File: src/shared/bfsp_pkg.sv
package bfsp_pkg;

   // ---------------------------------------------------------------
   // Address geometry
   // ---------------------------------------------------------------
   localparam int unsigned PC_W        = 14;
   localparam int unsigned CTR_TOP     = 13;
   localparam int unsigned IN_PAGE_TOP = 5;
   localparam int unsigned PTR_CTR_TOP = 14;
   localparam int unsigned PTR_PG_TOP  = 6;
   localparam int unsigned PTR_W       = 16;
   localparam int unsigned PAGE_WORDS  = 64;
   localparam int unsigned PAGE_W      = PC_W - IN_PAGE_TOP - 1;

   localparam logic [PC_W-1:0] NO_READ_WHILE_WRITE_REGION_START = 14'h3800;
   localparam logic [PC_W-1:0] BOOT_11    = 14'h3F00;
   localparam logic [PC_W-1:0] BOOT_10    = 14'h3E00;
   localparam logic [PC_W-1:0] BOOT_01    = 14'h3C00;
   localparam logic [PC_W-1:0] BOOT_00    = 14'h3800;

   // ---------------------------------------------------------------
   // Control bit positions and timing
   // ---------------------------------------------------------------
   localparam int unsigned CTL_W      = 8;
   localparam int unsigned STORE_EN   = 0;
   localparam int unsigned PG_ERASE   = 1;
   localparam int unsigned PG_WRITE   = 2;
   localparam int unsigned LOCK_SET   = 3;
   localparam int unsigned REENABLE   = 4;
   localparam int unsigned WIN_CYC    = 4;
   localparam int unsigned CLK_KHZ    = 200_000;
   localparam int unsigned OP_MIN_US  = 3_700;
   localparam int unsigned OP_MAX_US  = 4_500;
   localparam int unsigned OP_CYC     = (OP_MIN_US * (CLK_KHZ / 1000) + 0);
   localparam int unsigned TMR_W      = 20;

   typedef enum logic [1:0] {BFSP_NONE, BFSP_ERASE, BFSP_WRITE, BFSP_LOCK} bfsp_op_t;

   typedef struct packed {
      logic [PAGE_W-1:0]      page;
      logic [IN_PAGE_TOP:0]   word;
      logic                   byteSel;
   } bfsp_ptr_t;

   typedef struct packed {
      logic              valid;
      logic [PC_W-1:0]   addr;
   } bfsp_fetch_t;

endpackage

File: src/design/bfsp_op_timer.sv
// Counts one timed flash operation; done pulses in the same cycle that busy drops
module bfsp_op_timer #(
   parameter int unsigned OP_CYCLES = bfsp_pkg::OP_CYC
) (
   input  wire logic clk,
   input  wire logic sys_rst,
   input  wire logic start,
   output logic      busy,
   output logic      done
);
   logic [bfsp_pkg::TMR_W-1:0] cnt_ff;
   logic [bfsp_pkg::TMR_W-1:0] nxt_cnt;
   logic                       busy_ff;
   logic                       nxt_busy;
   logic                       done_ff;
   logic                       nxt_done;

   always_comb begin
      nxt_cnt  = cnt_ff;
      nxt_busy = busy_ff;
      nxt_done = 1'b0;
      if (start && !busy_ff) begin
         nxt_busy = 1'b1;
         nxt_cnt  = bfsp_pkg::TMR_W'(OP_CYCLES - 1);
      end else if (busy_ff) begin
         if (cnt_ff == '0) begin
            nxt_busy = 1'b0;
            nxt_done = 1'b1;
         end else begin
            nxt_cnt = cnt_ff - 1'b1;
         end
      end
   end

   always_ff @(posedge clk) begin
      if (sys_rst) begin
         cnt_ff  <= '0;
         busy_ff <= 1'b0;
         done_ff <= 1'b0;
      end else begin
         cnt_ff  <= nxt_cnt;
         busy_ff <= nxt_busy;
         done_ff <= nxt_done;
      end
   end

   assign busy = busy_ff;
   assign done = done_ff;
endmodule

File: src/design/bfsp_flash_seq.sv
// Behaviour
// - Flash operations last 3.7 to 4.5 ms
// - Boot size selects boot section start
// - Below 3800 read-while-write, above not
// - Program counter is fourteen bits wide
// - Sixty-four word pages, word from PC[5:0]
// - Page number from pointer bits 14..7
// - Buffer word index from pointer bits 6..1
// - Pointer bit 15 ignored, bit 0 byte
// - Busy: only no-read-while-write region readable
// - Store must follow control write within four
// - Busy flag cleared only by re-enable
module bfsp_flash_seq #(
   parameter int unsigned OP_CYCLES = bfsp_pkg::OP_CYC
) (
   input  wire logic                          clk,
   input  wire logic                          sys_rst,
   input  wire logic [1:0]                    bootSize,
   input  wire logic                          ctlWr,
   input  wire logic [bfsp_pkg::CTL_W-1:0]    ctlWdata,
   input  wire logic                          storeExec,
   input  wire logic [bfsp_pkg::PTR_W-1:0]    ptr,
   input  wire logic                          eepromWriteActive,
   input  wire bfsp_pkg::bfsp_fetch_t          fetch,
   output logic [bfsp_pkg::CTL_W-1:0]         ctlRdata,
   output logic [bfsp_pkg::PC_W-1:0]          bootStart,
   output logic                               fetchGrant,
   output logic                               fetchBlocked,
   output logic                               bufLoad,
   output logic [bfsp_pkg::IN_PAGE_TOP:0]     bufWord,
   output logic                               flashOpStart,
   output bfsp_pkg::bfsp_op_t                 flashOp,
   output logic [bfsp_pkg::PAGE_W-1:0]        flashPage,
   output logic                               byteSel
);
   // ---------------------------------------------------------------
   // Control state
   // ---------------------------------------------------------------
   logic [bfsp_pkg::CTL_W-1:0] ctl_ff, nxt_ctl;
   logic [2:0]                 win_ff, nxt_win;
   logic                       rwwBusy_ff, nxt_rwwBusy;
   bfsp_pkg::bfsp_op_t          op_ff, nxt_op;
   logic [bfsp_pkg::PAGE_W-1:0] page_ff, nxt_page;
   logic                       start_ff, nxt_start;
   logic                       load_ff, nxt_load;
   logic [bfsp_pkg::IN_PAGE_TOP:0] word_ff, nxt_word;
   logic                       byte_ff, nxt_byte;
   logic                       grant_ff, nxt_grant;
   logic                       blocked_ff, nxt_blocked;
   logic [bfsp_pkg::PC_W-1:0]  boot_ff, nxt_boot;
   logic                       tmrBusy, tmrDone;
   bfsp_pkg::bfsp_ptr_t         pf;
   logic                       inNrww;

   // ---------------------------------------------------------------
   // Address decode
   // ---------------------------------------------------------------
   // Pointer bit 15 never reaches the decode
   assign pf     = ptr[bfsp_pkg::PTR_CTR_TOP:0];
   assign inNrww = fetch.addr >= bfsp_pkg::NO_READ_WHILE_WRITE_REGION_START;

   bfsp_op_timer #(.OP_CYCLES(OP_CYCLES)) u_tmr (
      .clk     (clk),
      .sys_rst (sys_rst),
      .start   (nxt_start),
      .busy    (tmrBusy),
      .done    (tmrDone)
   );

   // ---------------------------------------------------------------
   // Next-state logic
   // ---------------------------------------------------------------
   always_comb begin
      nxt_ctl     = ctl_ff;
      nxt_win     = (win_ff != '0) ? win_ff - 3'd1 : win_ff;
      nxt_rwwBusy = rwwBusy_ff;
      nxt_op      = op_ff;
      nxt_page    = page_ff;
      nxt_start   = 1'b0;
      nxt_load    = 1'b0;
      nxt_word    = word_ff;
      nxt_byte    = pf.byteSel;
      unique case (bootSize)
         2'b11:   nxt_boot = bfsp_pkg::BOOT_11;
         2'b10:   nxt_boot = bfsp_pkg::BOOT_10;
         2'b01:   nxt_boot = bfsp_pkg::BOOT_01;
         default: nxt_boot = bfsp_pkg::BOOT_00;
      endcase
      // Window expiry discards an armed request
      if (win_ff == 3'd1 && !storeExec && !tmrBusy) begin
         nxt_ctl[bfsp_pkg::STORE_EN] = 1'b0;
         nxt_ctl[bfsp_pkg::PG_ERASE] = 1'b0;
         nxt_ctl[bfsp_pkg::PG_WRITE] = 1'b0;
         nxt_ctl[bfsp_pkg::LOCK_SET] = 1'b0;
         nxt_ctl[bfsp_pkg::REENABLE] = 1'b0;
      end
      // Completion clears first so a same-cycle control write stands
      if (tmrDone) begin
         nxt_ctl = '0;
         nxt_op  = bfsp_pkg::BFSP_NONE;
      end
      if (ctlWr && !tmrBusy && !eepromWriteActive) begin
         nxt_ctl = ctlWdata & 8'h1F;
         nxt_win = (ctlWdata[bfsp_pkg::STORE_EN]) ? 3'(bfsp_pkg::WIN_CYC) : 3'd0;
      end else if (storeExec && win_ff != '0 && ctl_ff[bfsp_pkg::STORE_EN]) begin
         nxt_win  = '0;
         nxt_page = pf.page;
         if (ctl_ff[bfsp_pkg::PG_ERASE] || ctl_ff[bfsp_pkg::PG_WRITE]
             || ctl_ff[bfsp_pkg::LOCK_SET]) begin
            nxt_start = 1'b1;
            nxt_op    = ctl_ff[bfsp_pkg::PG_ERASE] ? bfsp_pkg::BFSP_ERASE :
                        ctl_ff[bfsp_pkg::PG_WRITE] ? bfsp_pkg::BFSP_WRITE :
                                                     bfsp_pkg::BFSP_LOCK;
            if (!ctl_ff[bfsp_pkg::LOCK_SET])
               nxt_rwwBusy = 1'b1;
         end else if (ctl_ff[bfsp_pkg::REENABLE]) begin
            if (!tmrBusy)
               nxt_rwwBusy = 1'b0;
            nxt_ctl = '0;
         end else begin
            nxt_load = 1'b1;
            nxt_word = pf.word;
            nxt_ctl  = '0;
         end
      end
      nxt_ctl[bfsp_pkg::CTL_W-2] = nxt_rwwBusy;
      // Region blocking while the busy flag is set
      nxt_grant   = fetch.valid && (!nxt_rwwBusy || inNrww);
      nxt_blocked = fetch.valid && nxt_rwwBusy && !inNrww;
   end

   // ---------------------------------------------------------------
   // State registers
   // ---------------------------------------------------------------
   always_ff @(posedge clk) begin
      if (sys_rst) begin
         ctl_ff     <= '0;
         win_ff     <= '0;
         rwwBusy_ff <= 1'b0;
         op_ff      <= bfsp_pkg::BFSP_NONE;
         page_ff    <= '0;
         start_ff   <= 1'b0;
         load_ff    <= 1'b0;
         word_ff    <= '0;
         byte_ff    <= 1'b0;
         grant_ff   <= 1'b0;
         blocked_ff <= 1'b0;
         boot_ff    <= bfsp_pkg::BOOT_00;
      end else begin
         ctl_ff     <= nxt_ctl;
         win_ff     <= nxt_win;
         rwwBusy_ff <= nxt_rwwBusy;
         op_ff      <= nxt_op;
         page_ff    <= nxt_page;
         start_ff   <= nxt_start;
         load_ff    <= nxt_load;
         word_ff    <= nxt_word;
         byte_ff    <= nxt_byte;
         grant_ff   <= nxt_grant;
         blocked_ff <= nxt_blocked;
         boot_ff    <= nxt_boot;
      end
   end

   // ---------------------------------------------------------------
   // Outputs
   // ---------------------------------------------------------------
   assign ctlRdata     = ctl_ff;
   assign bootStart    = boot_ff;
   assign fetchGrant   = grant_ff;
   assign fetchBlocked = blocked_ff;
   assign bufLoad      = load_ff;
   assign bufWord      = word_ff;
   assign flashOpStart = start_ff;
   assign flashOp      = op_ff;
   assign flashPage    = page_ff;
   assign byteSel      = byte_ff;

   // ---------------------------------------------------------------
   // Assertions
   // ---------------------------------------------------------------
   a_busy_blocks_rww: assert property (@(posedge clk) disable iff (sys_rst)
      (fetch.valid && nxt_rwwBusy && !inNrww) |=> (fetchBlocked && !fetchGrant))
      else $error("busy region fetch not blocked");
   a_no_read_while_write_region_readable: assert property (@(posedge clk) disable iff (sys_rst)
      (fetch.valid && inNrww) |=> fetchGrant)
      else $error("no-read-while-write fetch refused");
   a_store_en_clear: assert property (@(posedge clk) disable iff (sys_rst)
      (tmrDone && !ctlWr) |=> !ctlRdata[bfsp_pkg::STORE_EN])
      else $error("store enable not cleared at end");
   a_busy_holds: assert property (@(posedge clk) disable iff (sys_rst)
      (rwwBusy_ff && !(storeExec && ctl_ff[bfsp_pkg::REENABLE])) |=> rwwBusy_ff)
      else $error("busy flag cleared without re-enable");
   a_window_expire: assert property (@(posedge clk) disable iff (sys_rst)
      (win_ff == 3'd1 && !storeExec && !ctlWr && !tmrBusy) |=> !ctlRdata[bfsp_pkg::STORE_EN])
      else $error("request kept past window");
   a_op_page_map: assert property (@(posedge clk) disable iff (sys_rst)
      nxt_start |=> (flashOpStart && flashPage == $past(ptr[14:7])))
      else $error("page not taken from pointer");
   a_buf_word_map: assert property (@(posedge clk) disable iff (sys_rst)
      nxt_load |=> (bufLoad && bufWord == $past(ptr[6:1])))
      else $error("word index not from pointer");
   a_boot_map: assert property (@(posedge clk) disable iff (sys_rst)
      (bootSize == 2'b11) |=> (bootStart == bfsp_pkg::BOOT_11))
      else $error("boot start wrong for size 11");
   a_boot_512_words: assert property (@(posedge clk) disable iff (sys_rst)
      (bootSize == 2'b10) |=> (bootStart == bfsp_pkg::BOOT_10))
      else $error("boot start wrong for size 10");
   a_boot_1024_words: assert property (@(posedge clk) disable iff (sys_rst)
      (bootSize == 2'b01) |=> (bootStart == bfsp_pkg::BOOT_01))
      else $error("boot start wrong for size 01");
   a_boot_2048_words: assert property (@(posedge clk) disable iff (sys_rst)
      (bootSize == 2'b00) |=> (bootStart == bfsp_pkg::BOOT_00))
      else $error("boot start wrong for size 00");
   a_byte_sel_map: assert property (@(posedge clk) disable iff (sys_rst)
      !sys_rst |=> (byteSel == $past(ptr[0])))
      else $error("byte select not from pointer bit zero");
   a_reenable_clears_busy: assert property (@(posedge clk) disable iff (sys_rst)
      (storeExec && win_ff != '0 && ctl_ff[bfsp_pkg::STORE_EN] && ctl_ff[bfsp_pkg::REENABLE]
       && !ctl_ff[bfsp_pkg::PG_ERASE] && !ctl_ff[bfsp_pkg::PG_WRITE]
       && !ctl_ff[bfsp_pkg::LOCK_SET] && !ctlWr && !tmrBusy) |=> !ctlRdata[bfsp_pkg::CTL_W-2])
      else $error("re-enable did not clear busy flag");
endmodule

File: config.mk
export PLATFORM = sky130hd
export DESIGN_NAME = bfsp_flash_seq
export DESIGN_NICKNAME = d
export VERILOG_FILES = /design/src/shared/bfsp_pkg.sv /design/src/design/bfsp_op_timer.sv /design/src/design/bfsp_flash_seq.sv
export SDC_FILE = /design/constraint.sdc
export NUM_CORES = 1
export LEC_CHECK = 0
export ABC_AREA = 1
export BUFFER_PORTS_ARGS = -buffer_cell sky130_fd_sc_hd__clkbuf_2
export CORE_MARGIN = 2
export CORE_UTILIZATION = 46
export CTS_CLUSTER_DIAMETER = 50
export DETAILED_ROUTE_END_ITERATION = 10
export PLACE_DENSITY = 0.8
export SLEW_MARGIN = 15
export SYNTH_ARGS = -nofsm -noshare
export SYNTH_HDL_FRONTEND = slang
export SYNTH_SLANG_ARGS = --single-unit
File: constraint.sdc
create_clock -name clk -period 1.5 [get_ports clk]
set_input_delay 0.075 -clock clk [delete_from_list [all_inputs] [get_ports clk]]
set_output_delay 0.075 -clock clk [all_outputs]
set_load 0.01 [all_outputs]
==> flow_summary.yaml <==
global_routing:
  track_usage: 0.239
  grt_pass1_vias: 3080
  grt_pass1_wl_um: 13600
  overflow: 0
  grt_max_degree: 21
  antenna_found_initial: 0
pwr:
  ir_drop_v: 0.00140
  p_leak_nw: 2.14
  p_per_area_mw_per_mm2: 1050
synth:
  synth.avg_cell_area_um2: 7.03
  synth_top_area_share: 0.392
  synth_top_family_by_area: "simple AND/OR/NAND/NOR gates"
  ys.flop_type: "dfxtp_1"
  yosys-top-cells-area: "dfxtp_1 (39%), nand2_1 (10%), nor2_1 (8.3%), inv_1 (6.7%), nand3_1 (5.8%)"
  synth.most_common_cell: "nand2_1"
  synth_common_cells: "nand2_1 (78), nor2_1 (64), dfxtp_1 (57), inv_1 (52), nand3_1 (34)"
  synth-adder-area-share: 0.0215
  synthSimpleGateAreaFrac: 0.347
  synthMuxAreaShare: 0
  netlist.top_cell.by_area: "dfxtp_1"
  synth.distinct_cells: 36
  syn_inst: 414
  synth-xor-area-share: 0.0150
  synth_async_sr_flop_share: 0
  ys_ff_latch: 57
  synth_compound_area_frac: 0.0903
  ys_warn_count: 0
  syn_area_mm2: 0.00291
  synth-edff-count: 0
  seq_area_frac_synth: 0.392
final_layout:
  layout.nets: 590
  nFillCells: 413
  area_growth_pct: 46.5
  instances_no_fill: 619
  drive_gt1_frac: 0.369
  fin_area_mm2: 0.00426
  utilization: 0.708
  antenna_cells: 0
timing:
  finalCritPeriodShare: 1.09
  rsz0062_at_grt: "yes"
  max_freq_mhz: 610
  fin_crit_ns: 1.64
  hold_viol_final: 0
  slew_viol_final: 0
  fin_skew_ns: 0.00783
  setup_viol: 34
  worst_slack_ns: -0.140
critical_path:
  worst-path-buf-inv: 3
  r2r_slack_ns: -0.14
  start_kind: "flop"
  max_stage_delay_ns: 0.35
  cp.required_ns: 1.79
  endpoint_kind: "flop"
  path_class: "reg -> reg"
  path_depth: 12
  r2r_cells: 12
  cp_max_fo: 4
  cp_slowest_cell: "dfxtp_1"
  cp_top_family: "simple AND/OR/NAND/NOR gates"
  worstPathCellList: "inv_2, ha_4, inv_4, nor2_4, nor2_4, nand2_4, nor2_4, inv_2, or2_4, nand2_4, nand2_2, nor2_2"
  cp_common_cell: "nor2_4"
  crit_arrival_ns: 1.93
min_path:
  hold_class: "in -> reg"
  hold_path_depth: 3
drt:
  via_count: 3260
  wl_per_cell_um: 15.2
  wirelength_um: 9390
  avgViaCountPerCell: 5.27
  ant_nets: 0
  drc_errors: 0
  drt-pass1-iter-count: 5
  drt_iter0_drc: 283
floorplan:
  row_count: 28
  die_h_um: 83.5
  die_w_um: 83.5
  core_region_area_mm2: 0.00603
  die_area_mm2: 0.00698
  start_util: 0.483
  pin_count: 89
placed_design:
  gp_congestion: 0.892
  numPortBuffers: 62
  hpwl_um: 5200
  pre_cts_slack_ns: -0.0484
  place_inst: 568
  placed_area_mm2: 0.00344
clock_network:
  cts_tree: "done"
  numCtsBuffers: 9
  clk_path_buf_depth: 2
  root_buffer: "clkbuf_8"
  h-tree-depth: 3
  path_clk_slew_ns: 0.07
  clkSinkCount: 57
  worst_skew_pair.late_latency_ns: 0.35
run_status:
  violations: "setup timing"
  outcome: "finished, violations left"
job:
  drv_cap: 0
-- cells by family (layout without fill, tap and decap cells) --
| logic type | count (synthesis) | in the layout |
|---|---|---|
| other cells | 2 | 11 |
| xor+xnor | 5 | 5 |
| flops | 57 | 57 |
| fa+ha+maj | 5 | 5 |
| buf+inv | 81 | 202 |
| compound gates | 48 | 48 |
| simple gates | 216 | 216 |
-- placed cells by master, fill, tap and decap left out, types with 3 or more instances in the layout --
master / netlist / layout
dfxtp_2: 0 / 5
inv_4: 1 / 3
clkbuf_8: 0 / 10
nor3_1: 4 / 4
conb_1: 2 / 11
o21ai_1: 0 / 4
dlygate4sd3_1: 0 / 23
a21oi_1: 15 / 11
nand3_2: 3 / 13
nor2_4: 2 / 8
nor2_2: 7 / 10
bufinv_16: 0 / 3
clkbuf_2: 0 / 62
nor2_1: 64 / 55
xor2_1: 3 / 3
buf_4: 12 / 36
ha_1: 5 / 3
buf_6: 4 / 5
inv_1: 52 / 44
nand2_1: 78 / 71
o21ai_0: 24 / 20
a21oi_2: 4 / 8
nand4_1: 10 / 10
inv_2: 3 / 9
nand2_4: 3 / 6
nand2_2: 4 / 8
nand3_1: 34 / 23
dfxtp_1: 57 / 52
-- tightest hold or removal path, cell delays in order --
cell,delay [ns]
clkbuf_2,0.08
nand3_1,0.09
o21ai_1,0.08
-- timing repair --
item	CTS	global route
gates resized for setup	9	64
endpoints found under the hold margin	24	0
hold buffers	23	0
setup buffers	5	7
gates cloned	0	2
pin swaps	4	31
setup endpoints to repair	27	48
-- power by group --
part           internal [mW]  switching, mW  total, mW
combinational          0.500          0.559       1.06
sequential              1.59         0.0661       1.65
clock                   1.15          0.641       1.79
total                   3.23           1.27       4.50
-- final cells by class --
cell class | count | area [µm²] | area share
Clock inverter | 5 | 103 | 0.0241
Timing Repair inverter | 1 | 5.00 | 0.00117
Timing Repair Buffer | 128 | 912 | 0.214
Clock buffer | 11 | 141 | 0.0332
Tap cell | 75 | 93.8 | 0.0220
Inverter | 57 | 225 | 0.0528
Multi-Input combinational cell | 285 | 1640 | 0.384
Sequential cell | 57 | 1150 | 0.269
-- worst paths after layout --
check                            startpoint            to
worst max register to register    win_ff[1]  fetchBlocked
worst min-delay path            ctlWdata[4]   ctlRdata[4]
worst max-delay path              win_ff[1]  fetchBlocked
worst min register to register  ctlRdata[7]   ctlRdata[7]
-- metal layers --
| layer | vias to the layer above | GRT usage | wire length, µm |
|---|---|---|---|
| met4 | 0 | 0.120 | 353 |
| met1 | 1514 | 0.255 | 3430 |
| met5 | - | 0 | 0 |
| li1 | 1534 | - | - |
| met3 | 41 | 0.0643 | 745 |
| met2 | 171 | 0.430 | 4860 |
-- per-stage QoR --
step / total power [mW] / hold WS, ns / setup TNS [ns]
final: 4.50 / 0.0241 / -2.04
after detailed placement: 2.34 / 0.281 / -0.279
after global placement: 2.31 / 0.268 / -0.0196
after floorplan: 2.11 / 0.182 / 0
after CTS: 4.26 / 0.00548 / -0.0308
after global routing: 4.65 / 0.0361 / -3.89
-- registers in the layout, indices dropped and copies added (netlist names), 2 cells and up --
name          flops
bootStart         3
bufWord           6
ctlRdata          8
flashOp           2
flashPage         8
u_tmr.cnt_ff     20
win_ff            3
Note: power is estimated with default switching activity, not from simulation.
